### src/rtl/capture_ctrl_defs.svh
// Register offsets, field positions, reset values and timing counts.
`ifndef CAPTURE_CTRL_DEFS_SVH
`define CAPTURE_CTRL_DEFS_SVH
`define OFS_MODE        8'h00
`define OFS_COMMAND     8'h04
`define OFS_MULTI_CNT   8'h08
`define OFS_BURST_CNT   8'h0c
`define OFS_RATE_CTRL   8'h10
`define OFS_RATE_REQ    8'h14
`define OFS_RATE_ACT    8'h18
`define OFS_EXPOSURE    8'h1c
`define OFS_TRIG_SEL    8'h20
`define OFS_TRIG_CFG    8'h24
`define OFS_TRIG_DELAY  8'h28
`define OFS_STATUS      8'h2c
`define CMD_BEGIN_BIT   0
`define CMD_END_BIT     1
`define CMD_SOFT_BIT    2
`define RST_MULTI_CNT   16'h0001
`define RST_BURST_CNT   16'h0001
`define RST_EXPOSURE_US 24'h0003e8
`define RST_RATE_REQ    16'h001e
`define RST_DELAY_US    24'h000000
`define CLK_MHZ         250
`define US_CYCLES       (`CLK_MHZ)
`define READOUT_CYCLES  16'h0400
`define AUTO_ONCE_CYC   16'h0100
`define ONE_HZ_CYCLES   32'd250000000
`endif

### src/rtl/capture_ctrl_pkg.sv
// Types shared by the capture control logic.
package capture_ctrl_pkg;
    typedef enum logic [1:0] {
        CAP_CONT = 2'b00, CAP_SINGLE = 2'b01, CAP_MULTI = 2'b10
    } capture_mode_t;
    typedef enum logic [1:0] {
        AE_OFF = 2'b00, AE_ONCE = 2'b01, AE_CONT = 2'b10
    } auto_exposure_t;
    typedef enum logic [1:0] {
        TT_BEGIN = 2'b00, TT_FRAME = 2'b01, TT_BURST = 2'b10
    } trig_type_t;
    typedef enum logic [2:0] {
        QL_LOW = 3'b000, QL_HIGH = 3'b001, QL_FALL = 3'b010,
        QL_RISE = 3'b011, QL_ANY = 3'b100
    } trig_qual_t;
    typedef enum logic [1:0] {
        ST_IDLE = 2'b00, ST_ARMED = 2'b01, ST_DELAY = 2'b10,
        ST_EXPOSE = 2'b11
    } cap_state_t;
    typedef struct packed {
        logic       enable;
        logic [3:0] origin;
        trig_qual_t qual;
        logic       overlap;
    } trig_cfg_t;
    typedef struct packed {
        logic [3:0] lines;
        logic [3:0] user_out;
        logic [3:0] counter_evt;
        logic [1:0] logic_blk;
    } trig_inputs_t;
endpackage

### src/rtl/capture_ctrl.sv
// Image capture and trigger sequencer with an AHB-Lite register slave.
//
// The implementer's own choices: the AHB-Lite register port and the address map.
`timescale 1ns/1ps
`include "capture_ctrl_defs.svh"
module capture_ctrl
    import capture_ctrl_pkg::*;
#(
    parameter int CNT_W = 16
) (
    input  wire logic         hclk,
    input  wire logic         hresetn,
    input  wire logic         hsel,
    input  wire logic [31:0]  haddr,
    input  wire logic [1:0]   htrans,
    input  wire logic         hwrite,
    input  wire logic [2:0]   hsize,
    input  wire logic [31:0]  hwdata,
    input  wire logic         hready,
    output logic [31:0]       hrdata,
    output logic              hreadyout,
    output logic              hresp,
    input  wire trig_inputs_t trig_in,
    output logic              exposing,
    output logic              readout_busy,
    output logic              frame_done
);
    // *****************************************************************
    // Register bus
    // *****************************************************************
    logic [7:0]     wr_addr_q;
    logic           wr_pend_q;
    capture_mode_t  mode_q;
    logic [CNT_W-1:0] multi_cnt_q, burst_cnt_q;
    logic           rate_man_q;
    logic [15:0]    rate_req_q, rate_act_q;
    logic           gated_exp_q;
    auto_exposure_t ae_q;
    logic [23:0]    exp_us_q, delay_us_q[3];
    trig_type_t     tsel_q;
    trig_cfg_t      tcfg_q[3];
    logic           burst_end_en_q;
    logic           begin_cmd_q, end_cmd_q, soft_q;
    cap_state_t     state_q;
    logic [CNT_W-1:0] left_q;
    logic [15:0]    ae_cnt_q;

    wire wr = wr_pend_q;
    wire [31:0] wd = hwdata;

    always_ff @(posedge hclk or negedge hresetn) begin
        if (!hresetn) begin
            wr_pend_q <= 1'b0;
            wr_addr_q <= 8'h00;
        end else if (hready) begin
            wr_pend_q <= hsel && htrans[1] && hwrite;
            wr_addr_q <= haddr[7:0];
        end
    end

    function automatic logic [31:0] rd_mux(input logic [7:0] a);
        case (a)
            `OFS_MODE:      rd_mux = {26'h0, gated_exp_q, rate_man_q,
                                      ae_q, mode_q};
            `OFS_MULTI_CNT: rd_mux = 32'(multi_cnt_q);
            `OFS_BURST_CNT: rd_mux = 32'(burst_cnt_q);
            `OFS_RATE_CTRL: rd_mux = {31'h0, rate_man_q};
            `OFS_RATE_REQ:  rd_mux = {16'h0, rate_req_q};
            `OFS_RATE_ACT:  rd_mux = {16'h0, rate_act_q};
            `OFS_EXPOSURE:  rd_mux = {8'h0, exp_us_q};
            `OFS_TRIG_SEL:  rd_mux = {29'h0, burst_end_en_q, tsel_q};
            `OFS_TRIG_CFG:  rd_mux = {23'h0, tcfg_q[tsel_q]};
            `OFS_TRIG_DELAY: rd_mux = {8'h0, delay_us_q[tsel_q]};
            `OFS_STATUS:    rd_mux = {12'h0, 16'(left_q), 1'b0, active_q,
                                      state_q};
            default:        rd_mux = 32'h0;
        endcase
    endfunction

    always_ff @(posedge hclk or negedge hresetn) begin
        if (!hresetn) begin
            hrdata    <= 32'h0;
            hreadyout <= 1'b1;
            hresp     <= 1'b0;
        end else begin
            hreadyout <= 1'b1;
            hresp     <= 1'b0;
            if (hready && hsel && htrans[1] && !hwrite)
                hrdata <= rd_mux(haddr[7:0]);
        end
    end

    // Configuration writes; the selector routes per-type settings.
    always_ff @(posedge hclk or negedge hresetn) begin
        if (!hresetn) begin
            mode_q <= CAP_CONT;
            multi_cnt_q <= CNT_W'(`RST_MULTI_CNT);
            burst_cnt_q <= CNT_W'(`RST_BURST_CNT);
            rate_man_q <= 1'b0;
            rate_req_q <= `RST_RATE_REQ;
            gated_exp_q <= 1'b0;
            ae_q <= AE_CONT;
            exp_us_q <= `RST_EXPOSURE_US;
            tsel_q <= TT_BEGIN;
            burst_end_en_q <= 1'b0;
            for (int i = 0; i < 3; i++) begin
                tcfg_q[i] <= '{1'b0, 4'h0, QL_RISE, 1'b0};
                delay_us_q[i] <= `RST_DELAY_US;
            end
        end else begin
            if (ae_q == AE_ONCE && ae_cnt_q == `AUTO_ONCE_CYC)
                ae_q <= AE_OFF;
            if (wr) begin
                unique case (wr_addr_q)
                    `OFS_MODE: begin
                        mode_q <= capture_mode_t'(wd[1:0]);
                        ae_q <= auto_exposure_t'(wd[3:2]);
                        rate_man_q <= wd[4];
                        gated_exp_q <= wd[5];
                    end
                    `OFS_MULTI_CNT: multi_cnt_q <= wd[CNT_W-1:0];
                    `OFS_BURST_CNT: burst_cnt_q <= wd[CNT_W-1:0];
                    `OFS_RATE_CTRL: rate_man_q <= wd[0];
                    `OFS_RATE_REQ:  rate_req_q <= wd[15:0];
                    `OFS_EXPOSURE:  exp_us_q <= wd[23:0];
                    `OFS_TRIG_SEL: begin
                        tsel_q <= trig_type_t'(wd[1:0]);
                        burst_end_en_q <= wd[2];
                    end
                    `OFS_TRIG_CFG:  tcfg_q[tsel_q] <= wd[8:0];
                    `OFS_TRIG_DELAY: delay_us_q[tsel_q] <= wd[23:0];
                    default: ;
                endcase
            end
        end
    end

    // Command pulses are one cycle wide.
    always_ff @(posedge hclk or negedge hresetn) begin
        if (!hresetn) begin
            begin_cmd_q <= 1'b0;
            end_cmd_q <= 1'b0;
            soft_q <= 1'b0;
        end else begin
            begin_cmd_q <= wr && wr_addr_q == `OFS_COMMAND
                           && wd[`CMD_BEGIN_BIT];
            end_cmd_q <= wr && wr_addr_q == `OFS_COMMAND
                         && wd[`CMD_END_BIT];
            soft_q <= wr && wr_addr_q == `OFS_COMMAND
                      && wd[`CMD_SOFT_BIT];
        end
    end

    // *****************************************************************
    // Trigger qualification
    // *****************************************************************
    trig_cfg_t act;
    logic [1:0] act_type;
    logic raw, raw_q, qual_evt, trig_level;
    logic [CNT_W-1:0] exp_cnt_d;

    always_comb begin
        act_type = 2'd0;
        if (tcfg_q[TT_FRAME].enable) act_type = 2'd1;
        if (tcfg_q[TT_BURST].enable) act_type = 2'd2;
        act = tcfg_q[act_type];
        unique case (act.origin[3:2])
            2'b00: raw = trig_in.lines[act.origin[1:0]];
            2'b01: raw = trig_in.user_out[act.origin[1:0]];
            2'b10: raw = trig_in.counter_evt[act.origin[1:0]];
            2'b11: raw = act.origin[1] ? soft_q
                         : trig_in.logic_blk[act.origin[0]];
        endcase
    end

    always_ff @(posedge hclk or negedge hresetn) begin
        if (!hresetn) raw_q <= 1'b0;
        else raw_q <= raw;
    end

    always_comb begin
        trig_level = (act.qual == QL_LOW) ? !raw : raw;
        unique case (act.qual)
            QL_LOW:  qual_evt = !raw;
            QL_HIGH: qual_evt = raw;
            QL_FALL: qual_evt = raw_q && !raw;
            QL_RISE: qual_evt = !raw_q && raw;
            QL_ANY:  qual_evt = raw_q != raw;
            default: qual_evt = 1'b0;
        endcase
        // Count of images one event grants.
        unique case (mode_q)
            CAP_SINGLE: exp_cnt_d = CNT_W'(1);
            CAP_MULTI:  exp_cnt_d = multi_cnt_q;
            default:    exp_cnt_d = (act_type == 2'd2 && !burst_end_en_q)
                                    ? burst_cnt_q : CNT_W'(1);
        endcase
    end

    // *****************************************************************
    // Capture sequencer
    // *****************************************************************
    logic        active_q;   // begin seen, not ended
    logic [31:0] tmr_q, frame_tmr_q, period_q;
    logic [15:0] ro_q;
    wire trig_on = act.enable;
    wire accept  = trig_on && qual_evt
                   && (!readout_busy || act.overlap);
    wire [31:0] delay_cyc = delay_us_q[act_type] * `US_CYCLES;
    wire [31:0] exp_cyc = exp_us_q * `US_CYCLES;
    wire [31:0] frame_cyc = rate_man_q && rate_req_q != 16'h0
        ? `ONE_HZ_CYCLES / {16'h0, rate_req_q} : exp_cyc;
    wire [31:0] rate_full = period_q == 32'h0 ? 32'h0
        : `ONE_HZ_CYCLES / period_q;

    always_ff @(posedge hclk or negedge hresetn) begin
        if (!hresetn) begin
            state_q <= ST_IDLE;
            active_q <= 1'b0;
            left_q <= '0;
            tmr_q <= 32'h0;
            exposing <= 1'b0;
            frame_done <= 1'b0;
        end else begin
            frame_done <= 1'b0;
            if (end_cmd_q) begin
                state_q <= ST_IDLE;
                active_q <= 1'b0;
                left_q <= '0;
                exposing <= 1'b0;
            end else unique case (state_q)
                ST_IDLE: if (begin_cmd_q) begin
                    active_q <= 1'b1;
                    state_q <= ST_ARMED;
                    left_q <= trig_on ? '0
                        : (mode_q == CAP_SINGLE ? CNT_W'(1)
                                                : multi_cnt_q);
                end
                ST_ARMED: if (accept && left_q == '0) begin
                    left_q <= (act_type == 2'd1 && mode_q == CAP_CONT)
                              ? CNT_W'(1) : exp_cnt_d;
                    tmr_q <= delay_cyc;
                    state_q <= ST_DELAY;
                end else if ((!trig_on || left_q != '0)
                             && frame_tmr_q == 32'h0 && !frame_done) begin
                    // Pacing waits until the frame timer counts down to zero after a frame.
                    tmr_q <= exp_cyc;
                    exposing <= 1'b1;
                    state_q <= ST_EXPOSE;
                end
                ST_DELAY: if (tmr_q == 32'h0) begin
                    tmr_q <= exp_cyc;
                    exposing <= 1'b1;
                    state_q <= ST_EXPOSE;
                end else tmr_q <= tmr_q - 32'h1;
                ST_EXPOSE: if (gated_exp_q ? !trig_level
                                            : tmr_q <= 32'h1) begin
                    exposing <= 1'b0;
                    frame_done <= 1'b1;
                    if (left_q == CNT_W'(1) && mode_q != CAP_CONT
                        && act_type != 2'd2) begin
                        state_q <= ST_IDLE;
                        active_q <= 1'b0;
                        left_q <= '0;
                    end else begin
                        state_q <= ST_ARMED;
                        if (!(mode_q == CAP_CONT
                              && (!trig_on || act_type == 2'd0)))
                            left_q <= left_q - CNT_W'(1);
                    end
                end else tmr_q <= tmr_q - 32'h1;
            endcase
        end
    end

    // Readout window and frame pacing; the actual rate follows the period.
    always_ff @(posedge hclk or negedge hresetn) begin
        if (!hresetn) begin
            ro_q <= 16'h0;
            readout_busy <= 1'b0;
            frame_tmr_q <= 32'h0;
            period_q <= 32'h0;
            rate_act_q <= 16'h0;
            ae_cnt_q <= 16'h0;
        end else begin
            if (frame_done) begin
                ro_q <= `READOUT_CYCLES;
                readout_busy <= 1'b1;
                frame_tmr_q <= frame_cyc > exp_cyc
                               ? frame_cyc - exp_cyc : 32'h0;
            end else begin
                if (ro_q != 16'h0) ro_q <= ro_q - 16'h1;
                readout_busy <= ro_q > 16'h1;
                if (frame_tmr_q != 32'h0)
                    frame_tmr_q <= frame_tmr_q - 32'h1;
            end
            period_q <= frame_cyc > exp_cyc ? frame_cyc : exp_cyc;
            rate_act_q <= rate_full[31:16] != 16'h0 ? 16'hffff
                          : rate_full[15:0];
            ae_cnt_q <= ae_q == AE_ONCE ? ae_cnt_q + 16'h1 : 16'h0;
        end
    end

    a_once_clears: assert property (@(posedge hclk) disable iff (!hresetn)
        ae_q == AE_ONCE && ae_cnt_q == `AUTO_ONCE_CYC
        && !(wr && wr_addr_q == `OFS_MODE) |=> ae_q == AE_OFF)
        else $error("Auto once did not return to off.");
    a_end_idles: assert property (@(posedge hclk) disable iff (!hresetn)
        end_cmd_q |=> state_q == ST_IDLE && !exposing)
        else $error("End command did not idle the sequencer.");
    a_begin_arms: assert property (@(posedge hclk) disable iff (!hresetn)
        begin_cmd_q && state_q == ST_IDLE && !end_cmd_q
        |=> state_q == ST_ARMED)
        else $error("Begin command did not arm capture.");
    a_trig_off_ign: assert property (@(posedge hclk) disable iff (!hresetn)
        state_q == ST_ARMED && trig_on == 1'b0 |=> state_q != ST_DELAY)
        else $error("Disabled trigger started a delay.");
    a_overlap_drop: assert property (@(posedge hclk) disable iff (!hresetn)
        state_q == ST_ARMED && readout_busy && !act.overlap && !end_cmd_q
        && trig_on |=> state_q != ST_DELAY)
        else $error("Trigger taken during readout with overlap off.");
    a_single_stops: assert property (@(posedge hclk) disable iff (!hresetn)
        frame_done && mode_q == CAP_SINGLE && !trig_on && !end_cmd_q
        |-> state_q == ST_IDLE)
        else $error("Single capture did not stop.");
    a_delay_wait: assert property (@(posedge hclk) disable iff (!hresetn)
        state_q == ST_DELAY && tmr_q != 32'h0 && !end_cmd_q |=> !exposing)
        else $error("Exposure began before delay ended.");
    a_timed_expo: assert property (@(posedge hclk) disable iff (!hresetn)
        $rose(exposing) && !gated_exp_q && exp_cyc > 32'h2
        |=> exposing)
        else $error("Timed exposure ended early.");

endmodule // capture_ctrl

### config.mk
export PLATFORM = sky130hd
export DESIGN_NAME = capture_ctrl
export DESIGN_NICKNAME = d
export VERILOG_FILES = /design/src/rtl/capture_ctrl_pkg.sv /design/src/rtl/capture_ctrl.sv
export VERILOG_INCLUDE_DIRS = /design/src /design/src/rtl
export SDC_FILE = /design/constraint.sdc
export NUM_CORES = 2
export LEC_CHECK = 0
export BUFFER_PORTS_ARGS = -buffer_cell sky130_fd_sc_hd__buf_4
export CAP_MARGIN = 5
export CORE_AREA = 2 2 374 376
export CTS_BUF_LIST = sky130_fd_sc_hd__clkbuf_8
export DETAILED_ROUTE_END_ITERATION = 10
export DIE_AREA = 0 0 376 378
export GPL_ROUTABILITY_DRIVEN = 1
export PLACE_DENSITY = 0.71
export SYNTH_ARGS = -nofsm -noshare
export SYNTH_HDL_FRONTEND = slang
export SYNTH_SLANG_ARGS = --single-unit
### constraint.sdc
create_clock -name hclk -period 167 [get_ports hclk]
set_input_delay 33.4 -clock hclk [delete_from_list [all_inputs] [get_ports hclk]]
set_output_delay 33.4 -clock hclk [all_outputs]
set_load 0.02 [all_outputs]
== Yosys cells after proc, flatten, opt, wreduce, memory -nomap -nowiden ==
Cells that the tools add are included.
Word-level totals
  register bits after elaboration: 391
  bits of input ports: 88
  logic and storage cells: 275
Operators by class
  $add $sub $neg: 6
  multipliers: 2
  divide/modulo/power cells: 2
  magnitude comparators: 8
  equal/unequal tests: 49
  mux-type cells: 88
  bitwise logic cells: 3
  reduce and logical (&&, ||, !) cells: 73
Operators by type and width (number)
  two-way mux 32 bit: 10
  case mux 24 bit (11 select lines): 1
  two-way mux 16 bit: 14
  two-way mux 24 bit: 5
  binary-select mux 24 bit (select 2 bit): 2
  zero test 32 bit: 3
  case mux 32 bit (3 select lines): 1
  bitwise mux 72 bit: 1
  nonzero test 16 bit: 4
  subtractor 32 x 1 -> 32 bit, second input constant: 2
  multiplier 24 x 7 -> 31 bit, second input constant: 2
  equality test 8 x 5 -> 1 bit, second input constant: 7
  equality test 8 x 6 -> 1 bit, second input constant: 7
  demux 24 bit (select 2 bit): 1
  case mux 16 bit (3 select lines): 1
  two-way mux 9 bit: 5
  binary-select mux 9 bit (select 2 bit): 2
  divider 28 x 16 -> 32 bit, first input constant: 1
  divider 28 x 32 -> 32 bit, first input constant: 1
  equality test 8 x 4 -> 1 bit, second input constant: 4
  greater-than comparator 32 bit: 1
  less-or-equal comparator 32 x 1 -> 1 bit, second input constant: 1
  case mux 16 bit (2 select lines): 1
  nonzero test 32 bit: 1
  45 further kinds: 153

== Logic depth before layout (Yosys ltp) ==
  depth after elaboration: 19
  mapped depth: 672
  depth with buffers taken out: 642

== Worst setup path after synthesis ==
No wires, ideal clock.
  kind: reg-to-reg
  start: register period_q[28]
  end: register rate_act_q[0]
  data arrival time: 106712 ps
  slack: 60137 ps
  stages on the path, launching flop included: 657
  path buffers: 40
  period minus slack after synthesis: 106863 ps
  cell sequence: dfrtp_1 -> or4_1 -> nor4_1 -> and4_1 -> nand4_1 -> or4_1 -> clkbuf_1 -> nor4_1 -> nand4_1 -> or4_1 -> nor2_1 -> ha_1 -> a21oi_1 -> nor4_1 -> mux2_2 -> a21oi_1 -> inv_1 -> ha_1 -> [... 621 more ...] -> clkbuf_1 -> clkbuf_1 -> nor2_1 -> a21oi_1 -> ha_1 -> a21oi_1 -> nor2b_1 -> o21ai_0 -> nand2b_1 -> a21oi_1 -> nor2b_1 -> o21ai_0 -> nand2b_1 -> a21oi_1 -> o21ai_0 -> a21o_1 -> a21oi_1 -> a31oi_1
On the way
  longest elaborated chain between the ends: 4
Ends and longest elaborated chain
  start: declaration: RTL line capture_ctrl.sv:204  | logic [31:0] tmr_q, frame_tmr_q, period_q;
  start signal: assignment: RTL line capture_ctrl.sv:297  | period_q <= frame_cyc > exp_cyc ? frame_cyc : exp_cyc;
  divider 28 x 32 -> 32 bit (no line) / zero test 32 bit (equally long branches)
  two-way mux 32 bit (*): RTL line capture_ctrl.sv:213  | wire [31:0] rate_full = period_q == 32'h0 ? 32'h0
  nonzero test 16 bit: RTL line capture_ctrl.sv:298  | rate_act_q <= rate_full[31:16] != 16'h0 ? 16'hffff
  two-way mux 16 bit (*): RTL line capture_ctrl.sv:298
  end signal: assignment: RTL line capture_ctrl.sv:298
  end: declaration: RTL line capture_ctrl.sv:36  | logic [15:0] rate_req_q, rate_act_q;
Every way passes the cells marked *; elsewhere a longest branch is shown, timed or not.
A chain may end at the register's enable or synchronous reset.

== Worst setup path in the final report ==
Ends and elaborated chain as after synthesis.

==> results.py <==
metrics = {
    "outcome": {
        "status": "completed",
    },
    "power_and_ir_drop": {
        "p_per_area_nw_per_um2": 21.3,
        "power.leakage_nw": 38.2,
        "worst_ir_drop_vdd_mv": 0.0311,
        "fin_total_pwr_mw": 1.71,
    },
    "global_routing": {
        "grt_start_max_net_pins": 134,
        "grt_use_total": 0.321,
        "met2_usage": 0.519,
        "use_met1": 0.432,
        "first_global_vias": 69500,
        "wire_length_of_the_first_global_routing_pass_mm": 371,
        "global_route.peak_usage_layer": "met2",
        "grt_antenna_before_repair": 5,
        "use_met3": 0.0372,
        "globalRoute.totalOverflow": 0,
    },
    "synth": {
        "synthesized_area_per_cell_um2": 7.86,
        "seq_area_frac_synth": 0.127,
        "syn_area_um2": 75600,
        "async_flop_share": 1.00,
        "netlist.top_cell.by_area": "sky130_fd_sc_hd__ha_1",
        "synth-seq-cells": 383,
        "post_synth_main_area_contributors": "sky130_fd_sc_hd__ha_1 17%, sky130_fd_sc_hd__dfrtp_1 12%, sky130_fd_sc_hd__mux2_2 6.1%",
        "count_of_synthesis_stage_warnings_from_yosys": 0,
        "synth_top_area_share": 0.173,
        "synthCells": 9618,
        "synth_edf_count": 0,
        "postSynth.topFlopCell": "sky130_fd_sc_hd__dfrtp_1",
        "yosys.cell_types.count": 136,
    },
    "setup_path": {
        "cp.required_ns": 167.51,
        "critical_path.endpoint_type": "flip-flop",
        "critPathBufInv": 27,
        "worstSetupPathType": "reg2reg",
        "cp_slowest_stage_delay_ns": 0.81,
        "path_common_cell": "sky130_fd_sc_hd__o21a_1",
        "worstSetupStartpointType": "flip-flop",
        "cpMaxStageDelayCell": "sky130_fd_sc_hd__nor4_1",
        "timing.critical_path.max_delay_family": "compound AO/OA/AOI/OAI gates",
        "timing.critical_path.arrival_ns": 118.02,
        "critical_path_peak_fanout": 50,
    },
    "placement": {
        "post-place-ws_ns": 51.07,
        "placement.io_buffers": 78,
        "dp_hpwl_mm": 184,
        "final_gp_congestion": 0.985,
    },
    "routing": {
        "routed-via-count": 73300,
        "detailed_route_wl_mm": 236,
        "viasPerCell": 6.38,
        "drtIter0Drc": 6046,
        "drtAntennaViolNets": 0,
        "post-route-drc-count": 0,
        "wl_per_cell_um": 20.5,
        "drt_first_pass_iters": 6,
    },
    "sta": {
        "unrepaired_setup_endpoints_after_global_routing": "false",
        "timing.final.hold_violations": 0,
        "post-route-min-period_ns": 117.51,
        "postLayoutSetupSlackWorst_ns": 49.49,
        "setup_tns_ns": 0,
        "worst_pin_slew_ns": 1.22,
        "drv_slew": 0,
        "setup_viol_count_final": 0,
        "fin_skew_ns": 0.0784,
        "timing.final.crit_share": 0.704,
        "max-slew-margin-rel": 0.186,
        "achievable-frequency_ghz": 0.00851,
    },
    "clocking": {
        "cts.clk_slew.worst_paths_ns": 0.06,
        "clk-insertion-delay-late_ns": 0.72,
        "h-tree-depth": 3,
        "post_cts.repair.setup_buffers": 0,
        "cts.root.buffer_cell": "sky130_fd_sc_hd__clkbuf_8",
        "cts_tree": "built",
        "sink_count_of_the_clock_tree": 383,
        "clock_tree_buf_depth": 3,
        "post_cts_resized": 0,
        "number_of_buffers_created_by_cts": 72,
        "ctsHoldBuffers": 0,
    },
    "cells_and_area": {
        "layout.nets": 10900,
        "areaGrowthSynthToFinish_pct": 5.85,
        "num-fill-cells": 12600,
        "layout_commonest_cell": "sky130_fd_sc_hd__ha_1",
        "final-seq-area_um2": 9610,
        "multi_input_combinational_cell_area_um2": 62900,
        "post_route_cells_drive_above_1_share": 0.0990,
        "final_cell_mix": "1045 x sky130_fd_sc_hd__ha_1, 874 x sky130_fd_sc_hd__nor2_1, 757 x sky130_fd_sc_hd__a21oi_1",
    },
    "job": {
        "cap_viol_max_count": 0,
    },
    "floorplan": {
        "site_row_count": 137,
        "floorplan.core_area_um2": 139000,
        "i_o_pin_total": 125,
        "die_area_um2": 142000,
        "die_height_um": 378,
        "initial_util": 0.546,
        "die_w_um": 376,
    },
    "min_path": {
        "worstHoldPathType": "reg2reg",
    },
}
synthesized netlist by cell type, types with 19 or more instances:
| cell | instances |
|---|---|
| sky130_fd_sc_hd__ha_1 | 1045 |
| sky130_fd_sc_hd__nor2_1 | 880 |
| sky130_fd_sc_hd__a21oi_1 | 759 |
| sky130_fd_sc_hd__nand2_1 | 667 |
| sky130_fd_sc_hd__o21ai_0 | 630 |
| sky130_fd_sc_hd__inv_1 | 523 |
| sky130_fd_sc_hd__a21o_1 | 460 |
| sky130_fd_sc_hd__mux2_2 | 412 |
| sky130_fd_sc_hd__xnor2_1 | 379 |
| sky130_fd_sc_hd__dfrtp_1 | 364 |
| sky130_fd_sc_hd__o21a_1 | 339 |
| sky130_fd_sc_hd__nand2b_1 | 266 |
| sky130_fd_sc_hd__nor3_1 | 257 |
| sky130_fd_sc_hd__xor2_1 | 257 |
| sky130_fd_sc_hd__clkbuf_1 | 249 |
| sky130_fd_sc_hd__fa_1 | 174 |
| sky130_fd_sc_hd__nand3_1 | 173 |
| sky130_fd_sc_hd__mux2i_1 | 158 |
| sky130_fd_sc_hd__o31ai_1 | 144 |
| sky130_fd_sc_hd__nor2b_1 | 109 |
| sky130_fd_sc_hd__o21bai_1 | 93 |
| sky130_fd_sc_hd__and2_1 | 82 |
| sky130_fd_sc_hd__nand4_1 | 80 |
| sky130_fd_sc_hd__a31oi_1 | 66 |
| sky130_fd_sc_hd__nor4_1 | 66 |
| sky130_fd_sc_hd__or3_1 | 64 |
| sky130_fd_sc_hd__or2_2 | 61 |
| sky130_fd_sc_hd__a221oi_1 | 56 |
| sky130_fd_sc_hd__a211oi_1 | 49 |
| sky130_fd_sc_hd__and3_1 | 48 |
| sky130_fd_sc_hd__a22oi_1 | 37 |
| sky130_fd_sc_hd__o211ai_1 | 35 |
| sky130_fd_sc_hd__o22ai_1 | 32 |
| sky130_fd_sc_hd__a21boi_0 | 30 |
| sky130_fd_sc_hd__or4_1 | 29 |
| sky130_fd_sc_hd__buf_1 | 24 |
| sky130_fd_sc_hd__o21ai_1 | 24 |
| sky130_fd_sc_hd__o2bb2ai_1 | 24 |
| sky130_fd_sc_hd__a222oi_1 | 22 |
| sky130_fd_sc_hd__a211o_1 | 20 |
| sky130_fd_sc_hd__buf_2 | 20 |
| sky130_fd_sc_hd__o31a_1 | 20 |
| sky130_fd_sc_hd__dfstp_2 | 19 |
| sky130_fd_sc_hd__nand3b_1 | 19 |
routing by layer:
layer / part of all wire / wire length (µm)
met1: 0.44 / 104000
met2: 0.45 / 105000
met3: 0.070 / 16400
met4: 0.045 / 10500
met5: 0.000055 / 13
area by class of cell:
class / instances / area share
multi-input combinational: 8405 / 0.786
clock inverter: 40 / 0.00411
antenna: 4 / 0.000125
timing repair buffer: 224 / 0.0213
clock buffer: 88 / 0.0151
sequential: 383 / 0.120
tap: 1807 / 0.0282
inverter: 528 / 0.0248
where the power goes:
part           internal (mW)  switching, mW
Sequential             0.112         0.0213
Clock                 0.0535         0.0463
Combinational          0.577          0.898
Total                  0.742          0.966
per-stage QoR:
stage	hold slack, ns	cell area, µm²	utilization	cells
3_3_place_gp	0.462	78500	0.567	11300
6_report	0.480	80000	0.578	11500
3_5_place_dp	0.471	78500	0.567	11300
4_1_cts	0.481	80000	0.578	11500
5_1_grt	0.491	80000	0.578	11500
2_1_floorplan	0.447	75600	-	9627
kinds of logic (layout without fill, tap and decap cells):
logic type,Yosys count,in the layout,synth area share
AO/OA/AOI/OAI,3051,3051,0.265
AND/OR/NAND/NOR,2905,2905,0.188
adder cells (fa/ha/maj),1219,1219,0.219
buffers and inverters,839,880,0.0430
XOR/XNOR,636,636,0.0737
multiplexers,583,583,0.0849
flip-flops,383,383,0.127
other,2,15,0.0000993
registers in the layout, indices dropped and copies added, names as in the netlist, 8 cells and up:
register     flops
exp_us_q        24
period_q        32
tcfg_q          27
ae_cnt_q        16
multi_cnt_q     16
burst_cnt_q     16
frame_tmr_q     32
wr_addr_q        8
rate_req_q      16
hrdata          24
tmr_q           32
delay_us_q      72
rate_act_q      16
ro_q            16
left_q          16
worst paths after layout:
| path | start | endpoint | slack, ns | cells after the start |
|---|---|---|---|---|
| worst max-delay path | period_q[28] | rate_act_q[0] | 49.49 | 645 |
| worst min-delay path | hrdata[7] | hrdata[7] | 0.48 | 1 |
| worst max register to register | period_q[28] | rate_act_q[0] | 49.49 | 645 |
| worst min register to register | hrdata[7] | hrdata[7] | 0.48 | 1 |
| max in group asynchronous | hresetn | rate_req_q[0] | 132.56 | 2 |
| min in group asynchronous | hresetn | ro_q[13] | 32.71 | 1 |
Power figures use the tool's default switching activity.
